<file path="config.mk">
export PLATFORM = sky130hd
export DESIGN_NAME = dual_counter_timer
export DESIGN_NICKNAME = d
export VERILOG_FILES = /design/src/design/timer_pkg.sv /design/src/design/pin_sync.sv /design/src/design/timer_unit.sv /design/src/design/dual_counter_timer.sv
export VERILOG_INCLUDE_DIRS = /design/src /design/src/design
export SDC_FILE = /design/constraint.sdc
export NUM_CORES = 1
export LEC_CHECK = 0
export BUFFER_PORTS_ARGS = -buffer_cell sky130_fd_sc_hd__buf_4
export CELL_PAD_IN_SITES_DETAIL_PLACEMENT = 1
export CELL_PAD_IN_SITES_GLOBAL_PLACEMENT = 1
export CORE_MARGIN = 2
export CORE_UTILIZATION = 29
export CTS_CLUSTER_SIZE = 24
export DETAILED_ROUTE_END_ITERATION = 8
export GPL_TIMING_DRIVEN = 0
export PLACE_DENSITY = 0.61
export SYNTH_ARGS = -nofsm -noshare
export SYNTH_HDL_FRONTEND = slang
export SYNTH_SLANG_ARGS = --single-unit
export TNS_END_PERCENT = 10
</file>
<file path="constraint.sdc">
create_clock -name clk -period 4.8 [get_ports clk]
set_clock_uncertainty 0.15 [all_clocks]
set_input_delay 0.48 -clock clk [delete_from_list [all_inputs] [get_ports clk]]
set_output_delay 0.48 -clock clk [all_outputs]
set_load 0.02 [all_outputs]
</file>
<file path="src/design/timer_consts.svh">
`ifndef TIMER_CONSTS_SVH
`define TIMER_CONSTS_SVH

// ----------------------------------------------------------------
// register offsets on the byte-wide register port
// ----------------------------------------------------------------
`define OFS_CONTROL   8'h00
`define OFS_MODE      8'h01
`define OFS_CLKSEL    8'h02
`define OFS_A_LOW     8'h03
`define OFS_A_HIGH    8'h04
`define OFS_B_LOW     8'h05
`define OFS_B_HIGH    8'h06
`define OFS_IRQ_EN    8'h07
`define OFS_EXT_CFG   8'h08

// ----------------------------------------------------------------
// field positions
// ----------------------------------------------------------------
`define CTL_B_FLAG    7
`define CTL_B_RUN     6
`define CTL_A_FLAG    5
`define CTL_A_RUN     4
`define MOD_B_GATE    7
`define MOD_B_CSEL    6
`define MOD_B_LSB     4
`define MOD_A_GATE    3
`define MOD_A_CSEL    2
`define MOD_A_LSB     0
`define CKS_B_SYS     3
`define CKS_A_SYS     2
`define CKS_PRE_LSB   0
`define IEN_A         1
`define IEN_B         3
`define EXT_A_POL     3
`define EXT_B_POL     7

// ----------------------------------------------------------------
// reset values
// ----------------------------------------------------------------
`define RST_BYTE      8'h00
`define RST_PRE_CNT   6'h00

// ----------------------------------------------------------------
// prescaler divide ratios, minus one
// ----------------------------------------------------------------
`define PRE_LIM_0     6'h0b
`define PRE_LIM_1     6'h03
`define PRE_LIM_2     6'h2f
`define PRE_LIM_3     6'h07

// ----------------------------------------------------------------
// pin sampling: levels must hold this many system clocks
// ----------------------------------------------------------------
`define PIN_HOLD_CYCLES 2

`endif

</file>
<file path="src/design/timer_pkg.sv">
`default_nettype none
package timer_pkg;

	typedef enum logic [1:0] {
		MODE_13     = 2'b00,
		MODE_16     = 2'b01,
		MODE_RELOAD = 2'b10,
		MODE_OFF    = 2'b11
	} tmode_t;

	typedef struct packed {
		logic [7:0] addr;
		logic [7:0] wdata;
		logic       wr;
		logic       rd;
	} reg_req_t;

	// bit order of the pin vector: 0 count a, 1 count b, 2 gate a, 3 gate b
	typedef struct packed {
		logic [3:0] s1;
		logic [3:0] s2;
		logic [3:0] s3;
		logic [3:0] level;
		logic [3:0] fall;
	} sync_st_t;

	typedef struct packed {
		logic [7:0] low;
		logic [7:0] high;
		logic       ovf;
	} unit_st_t;

	typedef struct packed {
		logic [7:0] ctrl;
		logic [7:0] mode;
		logic [7:0] clksel;
		logic [7:0] irq_en;
		logic [7:0] ext_cfg;
		logic [7:0] rdata;
		logic       irq_a;
		logic       irq_b;
		logic [5:0] pre_cnt;
		logic       pre_tick;
	} main_st_t;

endpackage
`default_nettype wire

</file>
<file path="src/design/pin_sync.sv">
`default_nettype none
module pin_sync (
	input  wire logic       clk,
	input  wire logic       rst,
	input  wire logic [3:0] pins,
	output logic      [3:0] level,
	output logic      [3:0] fall
);
	import timer_pkg::*;

	sync_st_t st;
	sync_st_t next_st;

	// a level is accepted only once stages two and three agree
	always_comb begin
		next_st       = st;
		next_st.s1    = pins;
		next_st.s2    = st.s1;
		next_st.s3    = st.s2;
		next_st.fall  = 4'h0;
		for (int i = 0; i < 4; i++) begin
			if (st.s2[i] == st.s3[i]) begin
				next_st.level[i] = st.s3[i];
				next_st.fall[i]  = st.level[i] & ~st.s3[i];
			end
		end
	end

	always_ff @(posedge clk or posedge rst) begin
		if (rst) begin
			st <= '{s1: 4'hf, s2: 4'hf, s3: 4'hf, level: 4'hf, fall: 4'h0};
		end else begin
			st <= next_st;
		end
	end

	assign level = st.level;
	assign fall  = st.fall;
endmodule // pin_sync
`default_nettype wire

</file>
<file path="src/design/timer_unit.sv">
`default_nettype none
module timer_unit (
	input  wire logic             clk,
	input  wire logic             rst,
	input  wire logic             tick,
	input  wire timer_pkg::tmode_t mode,
	input  wire logic             wr_low,
	input  wire logic             wr_high,
	input  wire logic [7:0]       wdata,
	output logic      [7:0]       low,
	output logic      [7:0]       high,
	output logic                  ovf
);
	import timer_pkg::*;

	unit_st_t st;
	unit_st_t next_st;

	always_comb begin
		logic [12:0] cnt13;
		logic [15:0] cnt16;
		cnt13       = {st.high, st.low[4:0]} + 13'h0001;
		cnt16       = {st.high, st.low} + 16'h0001;
		next_st     = st;
		next_st.ovf = 1'b0;
		// a software write beats a count in the same cycle
		if (wr_low || wr_high) begin
			if (wr_low) begin
				next_st.low = wdata;
			end
			if (wr_high) begin
				next_st.high = wdata;
			end
		end else if (tick) begin
			unique case (mode)
				MODE_13: begin
					// upper three low-byte bits are left as they were
					next_st.high = cnt13[12:5];
					next_st.low  = {st.low[7:5], cnt13[4:0]};
					next_st.ovf  = (cnt13 == 13'h0000);
				end
				MODE_16: begin
					next_st.high = cnt16[15:8];
					next_st.low  = cnt16[7:0];
					next_st.ovf  = (cnt16 == 16'h0000);
				end
				MODE_RELOAD: begin
					if (st.low == 8'hff) begin
						next_st.low = st.high;
						next_st.ovf = 1'b1;
					end else begin
						next_st.low = st.low + 8'h01;
					end
				end
				MODE_OFF: begin
					next_st.ovf = 1'b0;
				end
			endcase
		end
	end

	always_ff @(posedge clk or posedge rst) begin
		if (rst) begin
			st <= '{low: 8'h00, high: 8'h00, ovf: 1'b0};
		end else begin
			st <= next_st;
		end
	end

	assign low  = st.low;
	assign high = st.high;
	assign ovf  = st.ovf;
endmodule // timer_unit
`default_nettype wire

</file>
<file path="src/design/dual_counter_timer.sv">
`include "timer_consts.svh"
`default_nettype none
module dual_counter_timer (
	input  wire logic                clk,
	input  wire logic                rst,
	input  wire timer_pkg::reg_req_t req,
	output logic      [7:0]          rdata,
	input  wire logic                timer_a_count_pin,
	input  wire logic                timer_b_count_pin,
	input  wire logic                gate_input_a,
	input  wire logic                gate_input_b,
	input  wire logic                irq_ack_a,
	input  wire logic                irq_ack_b,
	output logic                     timer_a_irq,
	output logic                     timer_b_irq
);
	import timer_pkg::*;

	// ------------------------------------------------------------
	// helpers
	// ------------------------------------------------------------
	function automatic logic hit(input logic [7:0] a, input logic [7:0] o);
		return a == o;
	endfunction

	function automatic logic [5:0] pre_limit(input logic [1:0] f);
		logic [5:0] lim;
		lim = `PRE_LIM_0;
		unique case (f)
			2'b00: lim = `PRE_LIM_0;
			2'b01: lim = `PRE_LIM_1;
			2'b10: lim = `PRE_LIM_2;
			2'b11: lim = `PRE_LIM_3;
		endcase
		return lim;
	endfunction

	main_st_t   st;
	main_st_t   next_st;
	logic [3:0] pin_level;
	logic [3:0] pin_fall;
	logic [7:0] a_low;
	logic [7:0] a_high;
	logic [7:0] b_low;
	logic [7:0] b_high;
	logic       a_ovf;
	logic       b_ovf;
	logic       a_tick;
	logic       b_tick;
	logic       a_run;
	logic       b_run;
	tmode_t     a_mode;
	tmode_t     b_mode;
	logic       wr_ctrl;

	// ------------------------------------------------------------
	// pin sampling
	// ------------------------------------------------------------
	// three stages keep the count from seeing a metastable edge,
	// which is why pins must hold each level two clocks
	pin_sync u_sync (
		.clk   (clk),
		.rst   (rst),
		.pins  ({gate_input_b, gate_input_a,
			timer_b_count_pin, timer_a_count_pin}),
		.level (pin_level),
		.fall  (pin_fall)
	);

	// ------------------------------------------------------------
	// increment sources and gating
	// ------------------------------------------------------------
	assign a_mode  = tmode_t'(st.mode[`MOD_A_LSB +: 2]);
	assign b_mode  = tmode_t'(st.mode[`MOD_B_LSB +: 2]);
	assign wr_ctrl = req.wr && hit(req.addr, `OFS_CONTROL);

	always_comb begin
		logic a_gate_ok;
		logic b_gate_ok;
		logic a_src;
		logic b_src;
		a_src     = 1'b0;
		b_src     = 1'b0;
		a_gate_ok = (pin_level[2] == st.ext_cfg[`EXT_A_POL]);
		b_gate_ok = (pin_level[3] == st.ext_cfg[`EXT_B_POL]);
		// the run bit only gates; it never touches the count
		a_run = st.ctrl[`CTL_A_RUN] &&
			(!st.mode[`MOD_A_GATE] || a_gate_ok);
		b_run = st.ctrl[`CTL_B_RUN] &&
			(!st.mode[`MOD_B_GATE] || b_gate_ok);
		if (st.mode[`MOD_A_CSEL]) begin
			a_src = pin_fall[0];
		end else begin
			a_src = st.clksel[`CKS_A_SYS] || st.pre_tick;
		end
		if (st.mode[`MOD_B_CSEL]) begin
			b_src = pin_fall[1];
		end else begin
			b_src = st.clksel[`CKS_B_SYS] || st.pre_tick;
		end
		a_tick = a_run && a_src;
		b_tick = b_run && b_src;
	end

	// ------------------------------------------------------------
	// the two counters
	// ------------------------------------------------------------
	timer_unit u_timer_a (
		.clk     (clk),
		.rst     (rst),
		.tick    (a_tick),
		.mode    (a_mode),
		.wr_low  (req.wr && hit(req.addr, `OFS_A_LOW)),
		.wr_high (req.wr && hit(req.addr, `OFS_A_HIGH)),
		.wdata   (req.wdata),
		.low     (a_low),
		.high    (a_high),
		.ovf     (a_ovf)
	);

	timer_unit u_timer_b (
		.clk     (clk),
		.rst     (rst),
		.tick    (b_tick),
		.mode    (b_mode),
		.wr_low  (req.wr && hit(req.addr, `OFS_B_LOW)),
		.wr_high (req.wr && hit(req.addr, `OFS_B_HIGH)),
		.wdata   (req.wdata),
		.low     (b_low),
		.high    (b_high),
		.ovf     (b_ovf)
	);

	// ------------------------------------------------------------
	// registers, flags, prescaler
	// ------------------------------------------------------------
	always_comb begin
		logic a_flag;
		logic b_flag;
		a_flag           = 1'b0;
		b_flag           = 1'b0;
		next_st          = st;
		next_st.rdata    = 8'h00;
		next_st.pre_tick = 1'b0;
		// shared prescaler: one-cycle enable every limit+1 clocks
		if (st.pre_cnt >= pre_limit(st.clksel[`CKS_PRE_LSB +: 2])) begin
			next_st.pre_cnt  = `RST_PRE_CNT;
			next_st.pre_tick = 1'b1;
		end else begin
			next_st.pre_cnt = st.pre_cnt + 6'h01;
		end
		if (req.wr) begin
			if (hit(req.addr, `OFS_CONTROL)) next_st.ctrl = req.wdata;
			if (hit(req.addr, `OFS_MODE)) next_st.mode = req.wdata;
			if (hit(req.addr, `OFS_CLKSEL)) next_st.clksel = req.wdata;
			if (hit(req.addr, `OFS_IRQ_EN)) next_st.irq_en = req.wdata;
			if (hit(req.addr, `OFS_EXT_CFG)) next_st.ext_cfg = req.wdata;
		end
		// clear by write or by vector, but a new overflow wins
		a_flag = wr_ctrl ? req.wdata[`CTL_A_FLAG] : st.ctrl[`CTL_A_FLAG];
		b_flag = wr_ctrl ? req.wdata[`CTL_B_FLAG] : st.ctrl[`CTL_B_FLAG];
		next_st.ctrl[`CTL_A_FLAG] = a_ovf || (a_flag && !irq_ack_a);
		next_st.ctrl[`CTL_B_FLAG] = b_ovf || (b_flag && !irq_ack_b);
		next_st.irq_a = next_st.ctrl[`CTL_A_FLAG] &&
			next_st.irq_en[`IEN_A];
		next_st.irq_b = next_st.ctrl[`CTL_B_FLAG] &&
			next_st.irq_en[`IEN_B];
		if (req.rd) begin
			unique case (req.addr)
				`OFS_CONTROL: next_st.rdata = st.ctrl;
				`OFS_MODE:    next_st.rdata = st.mode;
				`OFS_CLKSEL:  next_st.rdata = st.clksel;
				`OFS_A_LOW:   next_st.rdata = a_low;
				`OFS_A_HIGH:  next_st.rdata = a_high;
				`OFS_B_LOW:   next_st.rdata = b_low;
				`OFS_B_HIGH:  next_st.rdata = b_high;
				`OFS_IRQ_EN:  next_st.rdata = st.irq_en;
				`OFS_EXT_CFG: next_st.rdata = st.ext_cfg;
				default:      next_st.rdata = 8'h00;
			endcase
		end
	end

	always_ff @(posedge clk or posedge rst) begin
		if (rst) begin
			st <= '{ctrl: `RST_BYTE, mode: `RST_BYTE, clksel: `RST_BYTE,
				irq_en: `RST_BYTE, ext_cfg: `RST_BYTE, rdata: `RST_BYTE,
				irq_a: 1'b0, irq_b: 1'b0, pre_cnt: `RST_PRE_CNT,
				pre_tick: 1'b0};
		end else begin
			st <= next_st;
		end
	end

	assign rdata       = st.rdata;
	assign timer_a_irq = st.irq_a;
	assign timer_b_irq = st.irq_b;

	logic a_free_sys;
	assign a_free_sys = st.ctrl[`CTL_A_RUN] && !st.mode[`MOD_A_GATE] &&
		!st.mode[`MOD_A_CSEL] && st.clksel[`CKS_A_SYS];
endmodule // dual_counter_timer
`default_nettype wire

</file>
Yosys cells after proc, flatten, opt, wreduce, memory -nomap -nowiden
Index checks and enable logic that the tools add are counted.
{"block": "op_classes", "eq_ne": 31, "n_mux": 34, "n_reduce_logical": 52, "bitwise_logic": 4, "order_cmp": 1, "addsub": 7}
{"operator": "$pmux W8 S9", "n": 1}
{"operator": "$mux W8", "n": 8}
{"operator": "$pmux W8 S3", "n": 2}
{"operator": "$mux W17", "n": 2}
{"operator": "$add A16 B1 Y16 const B", "n": 2}
{"operator": "$eq A8 B3 Y1 const B", "n": 4}
{"operator": "$logic_not A16 Y1", "n": 2}
{"operator": "$mux W16", "n": 2}
{"operator": "$pmux W8 S2", "n": 2}
{"operator": "$add A13 B1 Y13 const B", "n": 2}
{"operator": "$logic_not A13 Y1", "n": 2}
{"operator": "$pmux W6 S4", "n": 1}
{"operator": "$add A8 B1 Y8 const B", "n": 2}
{"operator": "$eq A8 B2 Y1 const B", "n": 2}
{"operator": "$eq A8 B8 Y1 const B", "n": 2}
{"operator": "$logic_and A1 B1 Y1", "n": 13}
{"operator": "$eq A2 B2 Y1 const B", "n": 6}
{"operator": "$mux W12", "n": 1}
{"operator": "$ne A2 B1 Y1 const B", "n": 6}
{"operator": "$reduce_and A3 Y1", "n": 4}
{"operator": "$reduce_bool A3 Y1", "n": 4}
{"operator": "$mux W1", "n": 11}
{"operator": "$reduce_and A2 Y1", "n": 5}
{"operator": "$eq A8 B1 Y1 const B", "n": 1}
{"operator": "other kinds (17)", "n": 42}
{"block": "totals", "out_inout_bits": 10, "wordCells": 157, "input_bits": 26, "regBits": 109}

Depth between registers and ports, before layout
Gate-level depths: netlist of run 1.
{"block": "depth", "ltp_word": 6, "ltp_mapped": 9, "depth_no_buf": 8}

Cells and area by module
Synthesis of run 1 repeated with hierarchy kept, for this count alone.
{"block": "hier_totals", "hier_cells": 774, "area_unflattened_um2": 7258.2}
{"mod": "timer_unit", "seq_area_each_um2": 425.4, "cells_each": 235, "n_inst": 2, "area_each_um2": 1755.4}
{"mod": "dual_counter_timer", "seq_area_each_um2": 1426.4, "cells_each": 267, "n_inst": 1, "area_each_um2": 3088.0}
{"mod": "pin_sync", "seq_area_each_um2": 520.5, "cells_each": 37, "n_inst": 1, "area_each_um2": 659.4}

Worst setup path after synthesis of run 1
No wires, ideal clock.
{"block": "synth_timing", "path_type": "register -> register", "start": "reg u_timer_a.st, in the netlist u_timer_a.low[0]", "end": "reg u_timer_a.st, in the netlist u_timer_a.low[0]", "path_buffers": 2, "path_stages_with_launch": 10, "setup_ns": 0.121, "arrival_ns": 2.100, "required_time_ns": 4.529, "synth_period_minus_slack_ns": 2.372, "setup_slack_ns": 2.428, "cell_sequence": "dfrtp_1 > ha_1 > clkbuf_2 > nand3_1 > or3_1 > clkbuf_1 > a21o_1 > a32o_1 > o22a_1 > o22a_1"}
{"block": "synth_via", "elab_chain_cells": 5, "elab_cells_between_ends": 8, "classes_between": "add/sub: 3; eq/ne: 1; mux: 4"}
{"item": "start, declared", "line_no": "timer_unit.sv:16", "source": "unit_st_t st;"}
{"item": "start signal, assigned", "line_no": "timer_unit.sv:64", "source": "st <= '{low: 8'h00, high: 8'h00, ovf: 1'b0};"}
{"item": "start signal, assigned", "line_no": "timer_unit.sv:66", "source": "st <= next_st;"}
{"item": "$add A8 B1 Y8 or $eq A8 B8 Y1 (tied branches)", "line_no": "timer_unit.sv:52, timer_unit.sv:48"}
{"item": "$mux W8", "line_no": "timer_unit.sv:48", "source": "if (st.low == 8'hff) begin"}
{"item": "$pmux W8 S3 (*)", "line_no": "timer_unit.sv:35", "source": "unique case (mode)"}
{"item": "$mux W17 (*)", "line_no": "timer_unit.sv:34", "source": "end else if (tick) begin"}
{"item": "$mux W16 (*)", "line_no": "timer_unit.sv:27", "source": "if (wr_low || wr_high) begin"}
Every way passes the cells marked *; elsewhere a longest branch is shown, timed or not. The select of a mux whose other input is x is not followed.
A chain may end at the register's enable or synchronous reset.

==> out/metrics.cfg, run 1 <==
[clocking]
cts_tree = yes
htree_levels = 3
clock_latency_ps = 370
root_buffer = clkbuf_16
numCtsBuffers = 9
cts_setup_buffers = 0
cts_buffer_depth = 2
clk_pin_slew_ps = 80
cts_sinks = 109

[synthesis]
syn_area_um2 = 6990
yosysTopAreaCellShare_pct = 33.3
synth_area_leaders = dfrtp_1, dfstp_2, mux2_2
ys_ff_latch = 109
postSynth.asyncResetShare_pct = 100
synth_commonest_cells = dfrtp_1, nor2_1, nand2_1
synth_edf_count = 0
yosysTopAreaCell = dfrtp_1
syn_area_per_cell_um2 = 9.34
yosysMostFrequentCell = dfrtp_1
synth.distinct_cells = 83
synth_nets = 788
synth_seq_area_share_pct = 39.3
ys_warn_count = 0
synth_ff_type = dfrtp_1
synth_cells = 748

[floorplan]
dieHeight_um = 159
initial_core_util_pct = 29.7
io_pins = 36
dieArea_um2 = 25400
die_width_um = 159
rows = 56
core_area_um2 = 23500

[route]
drc_errors = 0
final_antenna_net_count = 0
via_count = 6174
via_per_inst = 5.53
drt-total-wl_um = 24400
wl_per_cell_um = 21.8
drtPass1Iterations = 5
drtIter0Drc = 512

[global_routing]
antenna_found_initial = 0
grt_pass1_vias = 6263
grt_overflow = 0
grt_max_degree = 72
grt_usage_pct = 19.6
grt_pass1_wl_um = 38500

[power]
p_per_area_nw_per_um2 = 312
ir_drop_mv = 0.156
p_leak_uw = 0.00327

[sta]
slew_headroom_pct = 42.5
final-setup-viol-count = 0
tightest_slew_ps = 859
fmax_mhz = 341
final-hold-violation-count = 0
drv_slew = 0
min_period_ps = 2930
finalCritPeriodShare_pct = 61.1
grt_setup_unrepaired = false
finalWorstSetupSlack_ps = 1870

[setup_path]
crit_path_end_kind = register
required_ps = 4870
crit_top_cell = nand4_1
cpMaxStageDelayCell = dfrtp_1
crit_fanout = 8
cp_data_arrival_time_ps = 3000
slowest_delay_ps = 510
crit_chain = ha_1 > and4_1 > clkbuf_1 > nand4_1 > o21ai_0 > nand4_1 > a2111o_1 > a211oi_1
worstSetupStartpointType = register
critical_path_class = register to register

[final_layout]
drive_gt1_share_pct = 20.3
fin_util_pct = 33.8
fin_nets = 833
regArea_um2 = 2750
num_antenna_cells = 0
fin_area_um2 = 7960
fillerInstances = 2756
syn2layout_area_growth_pct = 13.9
multi_input_area_um2 = 3820

[placement]
placed_area_um2 = 7660
place_hpwl_um = 17900
port_buffers = 32
gp_congestion = 0.888
dpl_worst_slack_ps = 1760

[job]
max-cap-violations = 0

[min_path]
hold_class = input pin to register

[status]
outcome = finished, final reports clean

## placed cells by master (no fill, tap or decap), drive strengths merged, types with 5 or more instances in the layout
| cell | count |
|---|---|
| nand3 | 40 |
| a32oi | 8 |
| dfstp | 16 |
| nor4 | 5 |
| nand2 | 57 |
| a21oi | 35 |
| o211ai | 10 |
| mux2i | 14 |
| buf | 69 |
| a22o | 8 |
| nand4 | 14 |
| a22oi | 14 |
| a31oi | 16 |
| xor2 | 10 |
| nor2b | 7 |
| dfrtp | 93 |
| a21o | 5 |
| clkbuf | 34 |
| ha | 14 |
| xnor2 | 12 |
| o41ai | 5 |
| and3 | 9 |
| mux2 | 37 |
| a221oi | 5 |
| nor2 | 57 |
| nor3 | 23 |
| inv | 26 |
| o21a | 8 |
| o21ai | 47 |
| o22a | 8 |
| and2 | 8 |
## timing repair
| action | in CTS | in global routing |
|---|---|---|
| hold buffers | 1 | 0 |
| resized for setup | 0 | 0 |
| hold endpoints to repair | 32 | 0 |
## area by class of cell
class                   count  area share, %
flip-flops and latches    109           34.5
inverters                  22           1.10
clock inverters             7          0.817
clock buffers               9           2.83
plain buffers              61           4.23
repair buffers             34           3.49
well taps                 319           5.01
multi-input cells         556           48.0
## path summary, 6_finish.rpt
kind | start | endpoint | cells past startpoint | slack (ps)
worst max register to register | u_timer_b.low[1] | u_timer_b.ovf | 8 | 1870
worst max-delay path | u_timer_b.low[1] | u_timer_b.ovf | 8 | 1870
worst min register to register | u_sync.next_st[12] | u_sync.next_st[8] | 0 | 200
min in group asynchronous | rst | u_timer_b.high[1] | 3 | 530
max in group asynchronous | rst | u_sync.next_st[12] | 4 | 3260
worst min-delay path | timer_b_count_pin | u_sync.next_st[13] | 1 | 70
## power by group
part / leakage [µW] / internal [µW] / switching [µW] / total, µW
combinational: 0.00168 / 245 / 366 / 611
clock: 0.000146 / 368 / 407 / 775
sequential: 0.00144 / 1020 / 82.4 / 1100
total: 0.00327 / 1630 / 855 / 2480
## registers in the layout, indices dropped and copies added, names as in the netlist, 4 cells and up
| register | count |
|---|---|
| u_sync.level | 4 |
| u_timer_b.high | 8 |
| u_timer_a.high | 8 |
| rdata | 8 |
| u_sync.st | 4 |
| u_sync.next_st | 8 |
| st | 43 |
| u_timer_b.low | 8 |
| u_timer_a.low | 8 |
## worst max-delay path: cells and delay by family, from the launching register on
kind | cells | cell delay [ps]
buffers and inverters | 1 | 330
flip-flops | 1 | 510
adder cells (fa/ha/maj) | 1 | 340
AND/OR/NAND/NOR | 3 | 510
AO/OA/AOI/OAI | 3 | 950
## cell families (layout without fill, tap and decap cells)
group / Yosys count / in the layout / synth area share [%]
compound gates: 215 / 215 / 21.5
simple gates: 247 / 247 / 18.2
xor+xnor: 22 / 22 / 2.76
fa+ha+maj: 18 / 18 / 3.08
flops: 109 / 109 / 39.3
buf+inv: 83 / 133 / 6.00
mux: 54 / 54 / 9.11
## layer usage
metal,vias up,share of wire (%),global-route usage (%)
met2,141,43,28.8
met4,0,1.2,4.75
met5,-,0,0
li1,2881,-,-
met1,3136,50,29.5
met3,16,5.5,3.75
## metrics by stage
stage	hold slack (ps)	TNS (ps)	power, µW	cells
2_1_floorplan	195	0	1540	748
3_3_place_gp	196	-35290	1710	1099
3_5_place_dp	197	0	1730	1100
4_1_cts	57.0	0	2520	1117
5_1_grt	55.2	0	2650	1117
6_report	69.3	0	2480	1117
(Power assumes the default switching activity.)
==> run 2, diff against run 1 <==
--- a/config.mk
+++ b/config.mk
@@ -14,7 +14,7 @@
 export CTS_CLUSTER_SIZE = 24
 export DETAILED_ROUTE_END_ITERATION = 8
 export GPL_TIMING_DRIVEN = 0
-export PLACE_DENSITY = 0.61
+export PLACE_DENSITY = 0.63
 export SYNTH_ARGS = -nofsm -noshare
 export SYNTH_HDL_FRONTEND = slang
 export SYNTH_SLANG_ARGS = --single-unit
==> constraint.sdc (replaced) <==
create_clock -name clk -period 2.41 [get_ports clk]
set_clock_uncertainty 0.15 [all_clocks]
set_input_delay 0.241 -clock clk [delete_from_list [all_inputs] [get_ports clk]]
set_output_delay 0.241 -clock clk [all_outputs]
set_load 0.02 [all_outputs]
==> run 2 against run 1 <==
Net effect: via count up 0.91%; sequential share of layout area down 1.6 points; largest power group unchanged; cell area up 4.9%; power up 110%; critical path type unchanged; cell count up 1.3%; register-to-register slack worse by 1800 ps; sequential power up 97%.
==> out/metrics.cfg, run 2 (synthesis gave the netlist of run 1 again) <==
[sta]
drv_slew = 0  ; unchanged
final-hold-violation-count = 0  ; unchanged
final-setup-viol-count = 0  ; unchanged
finalCritPeriodShare_pct = 97.2  ; was 61.1%
min_period_ps = 2340  ; was 2930 ps
slew_headroom_pct = 48.3  ; was 42.5%
fmax_mhz = 427  ; was 341 MHz
tightest_slew_ps = 772  ; was 859 ps
grt_setup_unrepaired = true  ; was false

[final_layout]
drive_gt1_share_pct = 25.8  ; was 20.3%
fillerInstances = 2768  ; was 2756
fin_area_um2 = 8350  ; was 7960 µm²
syn2layout_area_growth_pct = 19.5  ; was 13.9%
num_antenna_cells = 0  ; unchanged
mostFrequentLayoutCells = dfrtp_1, nor2_1, buf_4, nand2_1, o21ai_0  ; was dfrtp_1, nor2_1, nand2_1, o21ai_0, buf_4
layout_commonest_cell = dfrtp_1  ; unchanged
largest_reg_flops = 43  ; unchanged
fin_nets = 848  ; was 833
largest-register = st  ; unchanged

[power]
p_total_uw = 5190  ; was 2480 µW
p_switching_uw = 1790  ; was 855 µW
pwr-share-seq_pct = 41.8  ; was 44.2%
swShare_pct = 34.4  ; about the same
pwr-share-comb_pct = 26.8  ; was 24.6%
ir_drop_mv = 0.368  ; was 0.156 mV
p_per_area_nw_per_um2 = 621  ; was 312 nW/µm²
clkPwrFrac_pct = 31.4  ; was 31.2%
p_leak_uw = 0.00339  ; was 0.00327 µW
intPower_uw = 3410  ; was 1630 µW

[global_routing]
grt_max_degree = 42  ; was 72
grt_usage_pct = 19.5  ; was 19.6%
grt_pass1_vias = 6316  ; was 6263
antenna_found_initial = 1  ; was 0
grt_overflow = 0  ; unchanged
grt_pass1_wl_um = 38100  ; was 38500 µm

[route]
drt-total-wl_um = 24500  ; was 24400 µm
via_count = 6230  ; was 6174
via_per_inst = 5.50  ; was 5.53
drc_errors = 0  ; unchanged
final_antenna_net_count = 0  ; unchanged
drtPass1Iterations = 5  ; unchanged
drtIter0Drc = 425  ; was 512
wl_per_cell_um = 21.6  ; was 21.8 µm

[placement]
gp_congestion = 0.883  ; was 0.888
place_hpwl_um = 18100  ; was 17900 µm
placed_area_um2 = 7690  ; was 7660 µm²
port_buffers = 32  ; unchanged

[floorplan]
initial_core_util_pct = 29.7  ; unchanged
dieHeight_um = 159  ; unchanged
dieArea_um2 = 25400  ; unchanged
io_pins = 36  ; unchanged
die_width_um = 159  ; unchanged
core_area_um2 = 23500  ; unchanged
rows = 56  ; unchanged

[setup_path]
r2r_start = u_sync.level[2]  ; was u_timer_b.low[1]
timing.critical_path.from = u_sync.level[2]  ; was u_timer_b.low[1]
crit_path_end_kind = register  ; unchanged
required_ps = 2550  ; was 4870 ps
rrSetupSlack_ps = 70  ; was 1870 ps
worstSetupStartpointType = register  ; unchanged
crit_fanout = 6  ; was 8
critical_path_class = register to register  ; unchanged
cp_data_arrival_time_ps = 2480  ; was 3000 ps

[clocking]
root_buffer = clkbuf_16  ; unchanged
clock_latency_ps = 370  ; about the same
cts_tree = yes  ; unchanged
numCtsBuffers = 9  ; unchanged
cts_buffer_depth = 2  ; unchanged
clk_pin_slew_ps = 80  ; about the same
htree_levels = 3  ; unchanged
cts_sinks = 109  ; unchanged

[min_path]
hold_path_startpoint = req[9]  ; was timer_b_count_pin
hold_class = input pin to register  ; unchanged

[job]
max-cap-violations = 0  ; unchanged

[status]
outcome = finished, final reports clean  ; unchanged

run 2: cell count changes in the layout (fill, tap and decap cells not counted), moves of 4 or more:
cell / delta
buf_4: +11
clkbuf_1: -10
dlygate4sd3_1: +6
nand3_1: -5
clkbuf_4: +4
dfrtp_1: -4
dfrtp_2: +4
nand3_2: +4
run 2: through the flow:
| step | std cells | utilization [%] | TNS [ps] | setup slack, ps | hold slack [ps] |
|---|---|---|---|---|---|
| finish | 1132 | 35.5 | 0 | 67.3 | 77.8 |
| global route | 1132 | 35.5 | -31.0 | -20.2 | 71.3 |
| CTS | 1129 | 34.8 | -744 | -104 | 63.0 |
| detailed placement | 1102 | 32.7 | -8190 | -465 | 190 |
| global placement | 1099 | 32.4 | -22620 | -457 | 196 |
| floorplan | 748 | - | 0 | 38.3 | 95.5 |
run 2: worst paths after layout:
kind | end | cells past startpoint
max in group asynchronous | u_timer_b.low[1] | 5
max | u_timer_a.low[6] | 7
min in group asynchronous | u_timer_a.high[0] | 3
min reg2reg | u_sync.next_st[10] | 0
min | st[24] | 2
max reg2reg | u_timer_a.low[6] | 7
run 2: power groups by stage:
stage | Sequential (µW) | Combinational [µW] | Clock [µW]
final | 2170 | 1390 | 1630
after global routing | 2200 | 1530 | 1740
after CTS | 2170 | 1330 | 1660
after detailed placement | 2240 | 1220 | 0
after global placement | 2230 | 1190 | 0
after floorplan | 2170 | 891 | 0
run 2: layer usage:
layer,vias to the layer above,GRT usage [%],share of wire (%)
met5,-,0,0
met3,33,3.78,4.6
met4,0,6.12,2.2
met1,3147,27.8,49
li1,2904,-,-
met2,146,29.9,44
run 2: area by class of cell:
class,instances,area [µm²],area share [%]
Inverter,22,86.3,1.03
Clock buffer,9,225,2.70
Sequential cell,109,2750,32.9
Timing Repair Buffer,53,453,5.42
Multi-Input combinational cell,556,4000,47.9
Buffer,57,353,4.22
Tap cell,319,399,4.78
Clock inverter,7,82.6,0.988
run 2: critical path, cell delays in order, from the launching register on:
cell       delay, ps
dfstp_2          550
xor2_1            90
a2111oi_4        280
buf_4            200
and2_4           200
nand2_2           80
or4_1            500
a31oi_1          200
run 2: repair_timing:
action | 4_1_cts | 5_1_grt
hold endpoints to repair | 18 | 0
setup endpoints to repair | 29 | 26
pin swaps | 2 | 7
hold buffers | 7 | 0
setup buffers | 6 | 5
resized for setup | 21 | 45
==> run 3, diff against run 2 <==
--- a/config.mk
+++ b/config.mk
@@ -15,6 +15,7 @@
 export DETAILED_ROUTE_END_ITERATION = 8
 export GPL_TIMING_DRIVEN = 0
 export PLACE_DENSITY = 0.63
+export RECOVER_POWER = 25
 export SYNTH_ARGS = -nofsm -noshare
 export SYNTH_HDL_FRONTEND = slang
 export SYNTH_SLANG_ARGS = --single-unit
==> run 3 against run 2 <==
Net effect: sequential power hardly changed; worst setup slack hardly changed; first-iteration DRC count is 3.1% higher; fmax hardly changed; critical path depth is 1 higher; die area stayed put; wire length is 0.13% lower; global-route usage stayed put; utilization is 0.074 points lower; clock-buffer cell count stayed put; register-to-register slack hardly changed; non-clock buffer count stayed put; critical endpoint is now u_timer_a.ovf; largest power group unchanged; highest routed layer unchanged.
==> out/metrics.cfg, run 3 (synthesis gave the netlist of run 1 again) <==
[route]
drtIter0Drc = 438  ; was 425
drc_errors = 0  ; unchanged
wl_per_cell_um = 21.6  ; about the same
via_per_inst = 5.47  ; was 5.50
final_antenna_net_count = 0  ; unchanged
drt-total-wl_um = 24500  ; about the same
via_count = 6194  ; was 6230
drtPass1Iterations = 5  ; unchanged

[setup_path]
worstSetupStartpointType = register  ; unchanged
crit_path_end_kind = register  ; unchanged
timing.critical_path.from = u_timer_a.low[0]  ; was u_sync.level[2]
slowest_delay_ps = 420  ; was 550 ps
rrSetupSlack_ps = 70  ; about the same
critical_path_class = register to register  ; unchanged
cp_data_arrival_time_ps = 2470  ; was 2480 ps
r2r_start = u_timer_a.low[0]  ; was u_sync.level[2]
required_ps = 2530  ; was 2550 ps
reg2reg_depth = 8  ; was 7
cpMaxStageDelayCell = dfrtp_2  ; was dfstp_2
crit_chain = ha_1 > clkbuf_4 > and4_1 > buf_6 > a211o_1 > a2111oi_0 > a32oi_1 > o21ai_4  ; was xor2_1 > a2111oi_4 > buf_4 > and2_4 > nand2_2 > or4_1 > a31oi_1
rr_endpoint = u_timer_a.ovf  ; was u_timer_a.low[6]
cp_num_buf_inv = 2  ; was 1
crit_family = compound AO/OA/AOI/OAI gates  ; was simple AND/OR/NAND/NOR gates
crit_fanout = 9  ; was 6

[placement]
gp_congestion = 0.883  ; unchanged
placed_area_um2 = 7690  ; unchanged
dpl_worst_slack_ps = -465  ; unchanged
port_buffers = 32  ; unchanged
place_hpwl_um = 18100  ; unchanged

[min_path]
hold_class = input pin to register  ; unchanged
hold_depth = 2  ; unchanged
hold_path_startpoint = req[9]  ; unchanged
hold-path-endpoint = st[24]  ; unchanged

[clocking]
numCtsBuffers = 9  ; unchanged
cts_buffer_depth = 2  ; unchanged
cts_tree = yes  ; unchanged
clk_pin_slew_ps = 90  ; was 80 ps
root_buffer = clkbuf_16  ; unchanged
cts_sinks = 109  ; unchanged
htree_levels = 3  ; unchanged
clock_latency_ps = 370  ; about the same

[job]
max-cap-violations = 0  ; unchanged

[final_layout]
fillerInstances = 2769  ; was 2768
drive_gt1_share_pct = 25.5  ; was 25.8%
num_antenna_cells = 0  ; unchanged
fin_nets = 848  ; unchanged
largest_reg_flops = 43  ; unchanged
syn2layout_area_growth_pct = 19.3  ; was 19.5%
regArea_um2 = 2750  ; unchanged
fin_area_um2 = 8340  ; was 8350 µm²
mostFrequentLayoutCells = dfrtp_1, nor2_1, nand2_1, buf_4, o21ai_0  ; was dfrtp_1, nor2_1, buf_4, nand2_1, o21ai_0
multi_input_area_um2 = 4000  ; unchanged
largest-register = st  ; unchanged
layout_commonest_cell = dfrtp_1  ; unchanged

[status]
outcome = finished, final reports clean  ; unchanged

[sta]
final-hold-violation-count = 0  ; unchanged
finalCritPeriodShare_pct = 97.2  ; about the same
drv_slew = 0  ; unchanged
min_period_ps = 2340  ; about the same
fmax_mhz = 427  ; about the same
tightest_slew_ps = 1040  ; was 772 ps
final-setup-viol-count = 0  ; unchanged
finalWorstSetupSlack_ps = 67.7  ; was 67.3 ps
slew_headroom_pct = 30.5  ; was 48.3%
grt_setup_unrepaired = true  ; unchanged

[power]
p_per_area_nw_per_um2 = 622  ; was 621 nW/µm²
p_leak_uw = 0.00338  ; was 0.00339 µW
ir_drop_mv = 0.368  ; about the same

[global_routing]
antenna_found_initial = 1  ; unchanged
grt_overflow = 0  ; unchanged
grt_usage_pct = 19.5  ; unchanged
grt_pass1_wl_um = 38100  ; unchanged
grt_max_degree = 42  ; unchanged
grt_pass1_vias = 6316  ; unchanged

[floorplan]
dieHeight_um = 159  ; unchanged
rows = 56  ; unchanged
core_area_um2 = 23500  ; unchanged
io_pins = 36  ; unchanged
initial_core_util_pct = 29.7  ; unchanged
die_width_um = 159  ; unchanged
dieArea_um2 = 25400  ; unchanged

[run 3: worst max path at each step]
stage	endpoint	slack, ps	cells after the start
floorplan	u_timer_a.low[0]	40	9
global placement	u_timer_b.ovf	-460	6
detailed placement	u_timer_b.ovf	-470	6
CTS	u_timer_a.low[0]	-100	8
global route	u_timer_a.low[6]	-20	7
finish	u_timer_a.ovf	70	8
[run 3: what timing repair did]
item	CTS	global route
hold buffers	7	0
pin swaps	2	7
setup endpoints to repair	29	26
endpoints found under the hold margin	18	0
gates resized for setup	21	45
setup buffers	6	5
[run 3: where the power goes]
group	leakage, µW	internal [µW]	switching, µW
registers	0.00143	2030	145
clock network	0.000149	826	808
logic	0.00180	550	832
total	0.00338	3400	1780
[run 3: area by class of cell]
cell class	instances	share of cell area (%)
Multi-Input combinational cell	556	48.0
Timing Repair Buffer	53	5.25
Clock buffer	9	2.70
Sequential cell	109	33.0
Clock inverter	7	0.991
Tap cell	319	4.79
Buffer	57	4.23
Inverter	22	1.01
[run 3: metal layers]
layer / global-route usage (%) / vias up / share of wire (%)
met5: 0 / - / 0
met4: 6.12 / 0 / 2.2
met3: 3.78 / 33 / 4.5
met2: 29.9 / 143 / 45
met1: 27.8 / 3114 / 49
li1: - / 2904 / -
[run 3: stage by stage]
step / utilization, % / hold slack, ps / instances / setup TNS [ps] / total power, µW
2_1_floorplan: - / 95.5 / 748 / 0 / 3060
3_3_place_gp: 32.4 / 196 / 1099 / -22620 / 3420
3_5_place_dp: 32.7 / 190 / 1102 / -8190 / 3450
4_1_cts: 34.8 / 63.0 / 1129 / -744 / 5160
5_1_grt: 35.4 / 71.3 / 1132 / -131 / 5470
6_report: 35.4 / 81.6 / 1132 / 0 / 5190
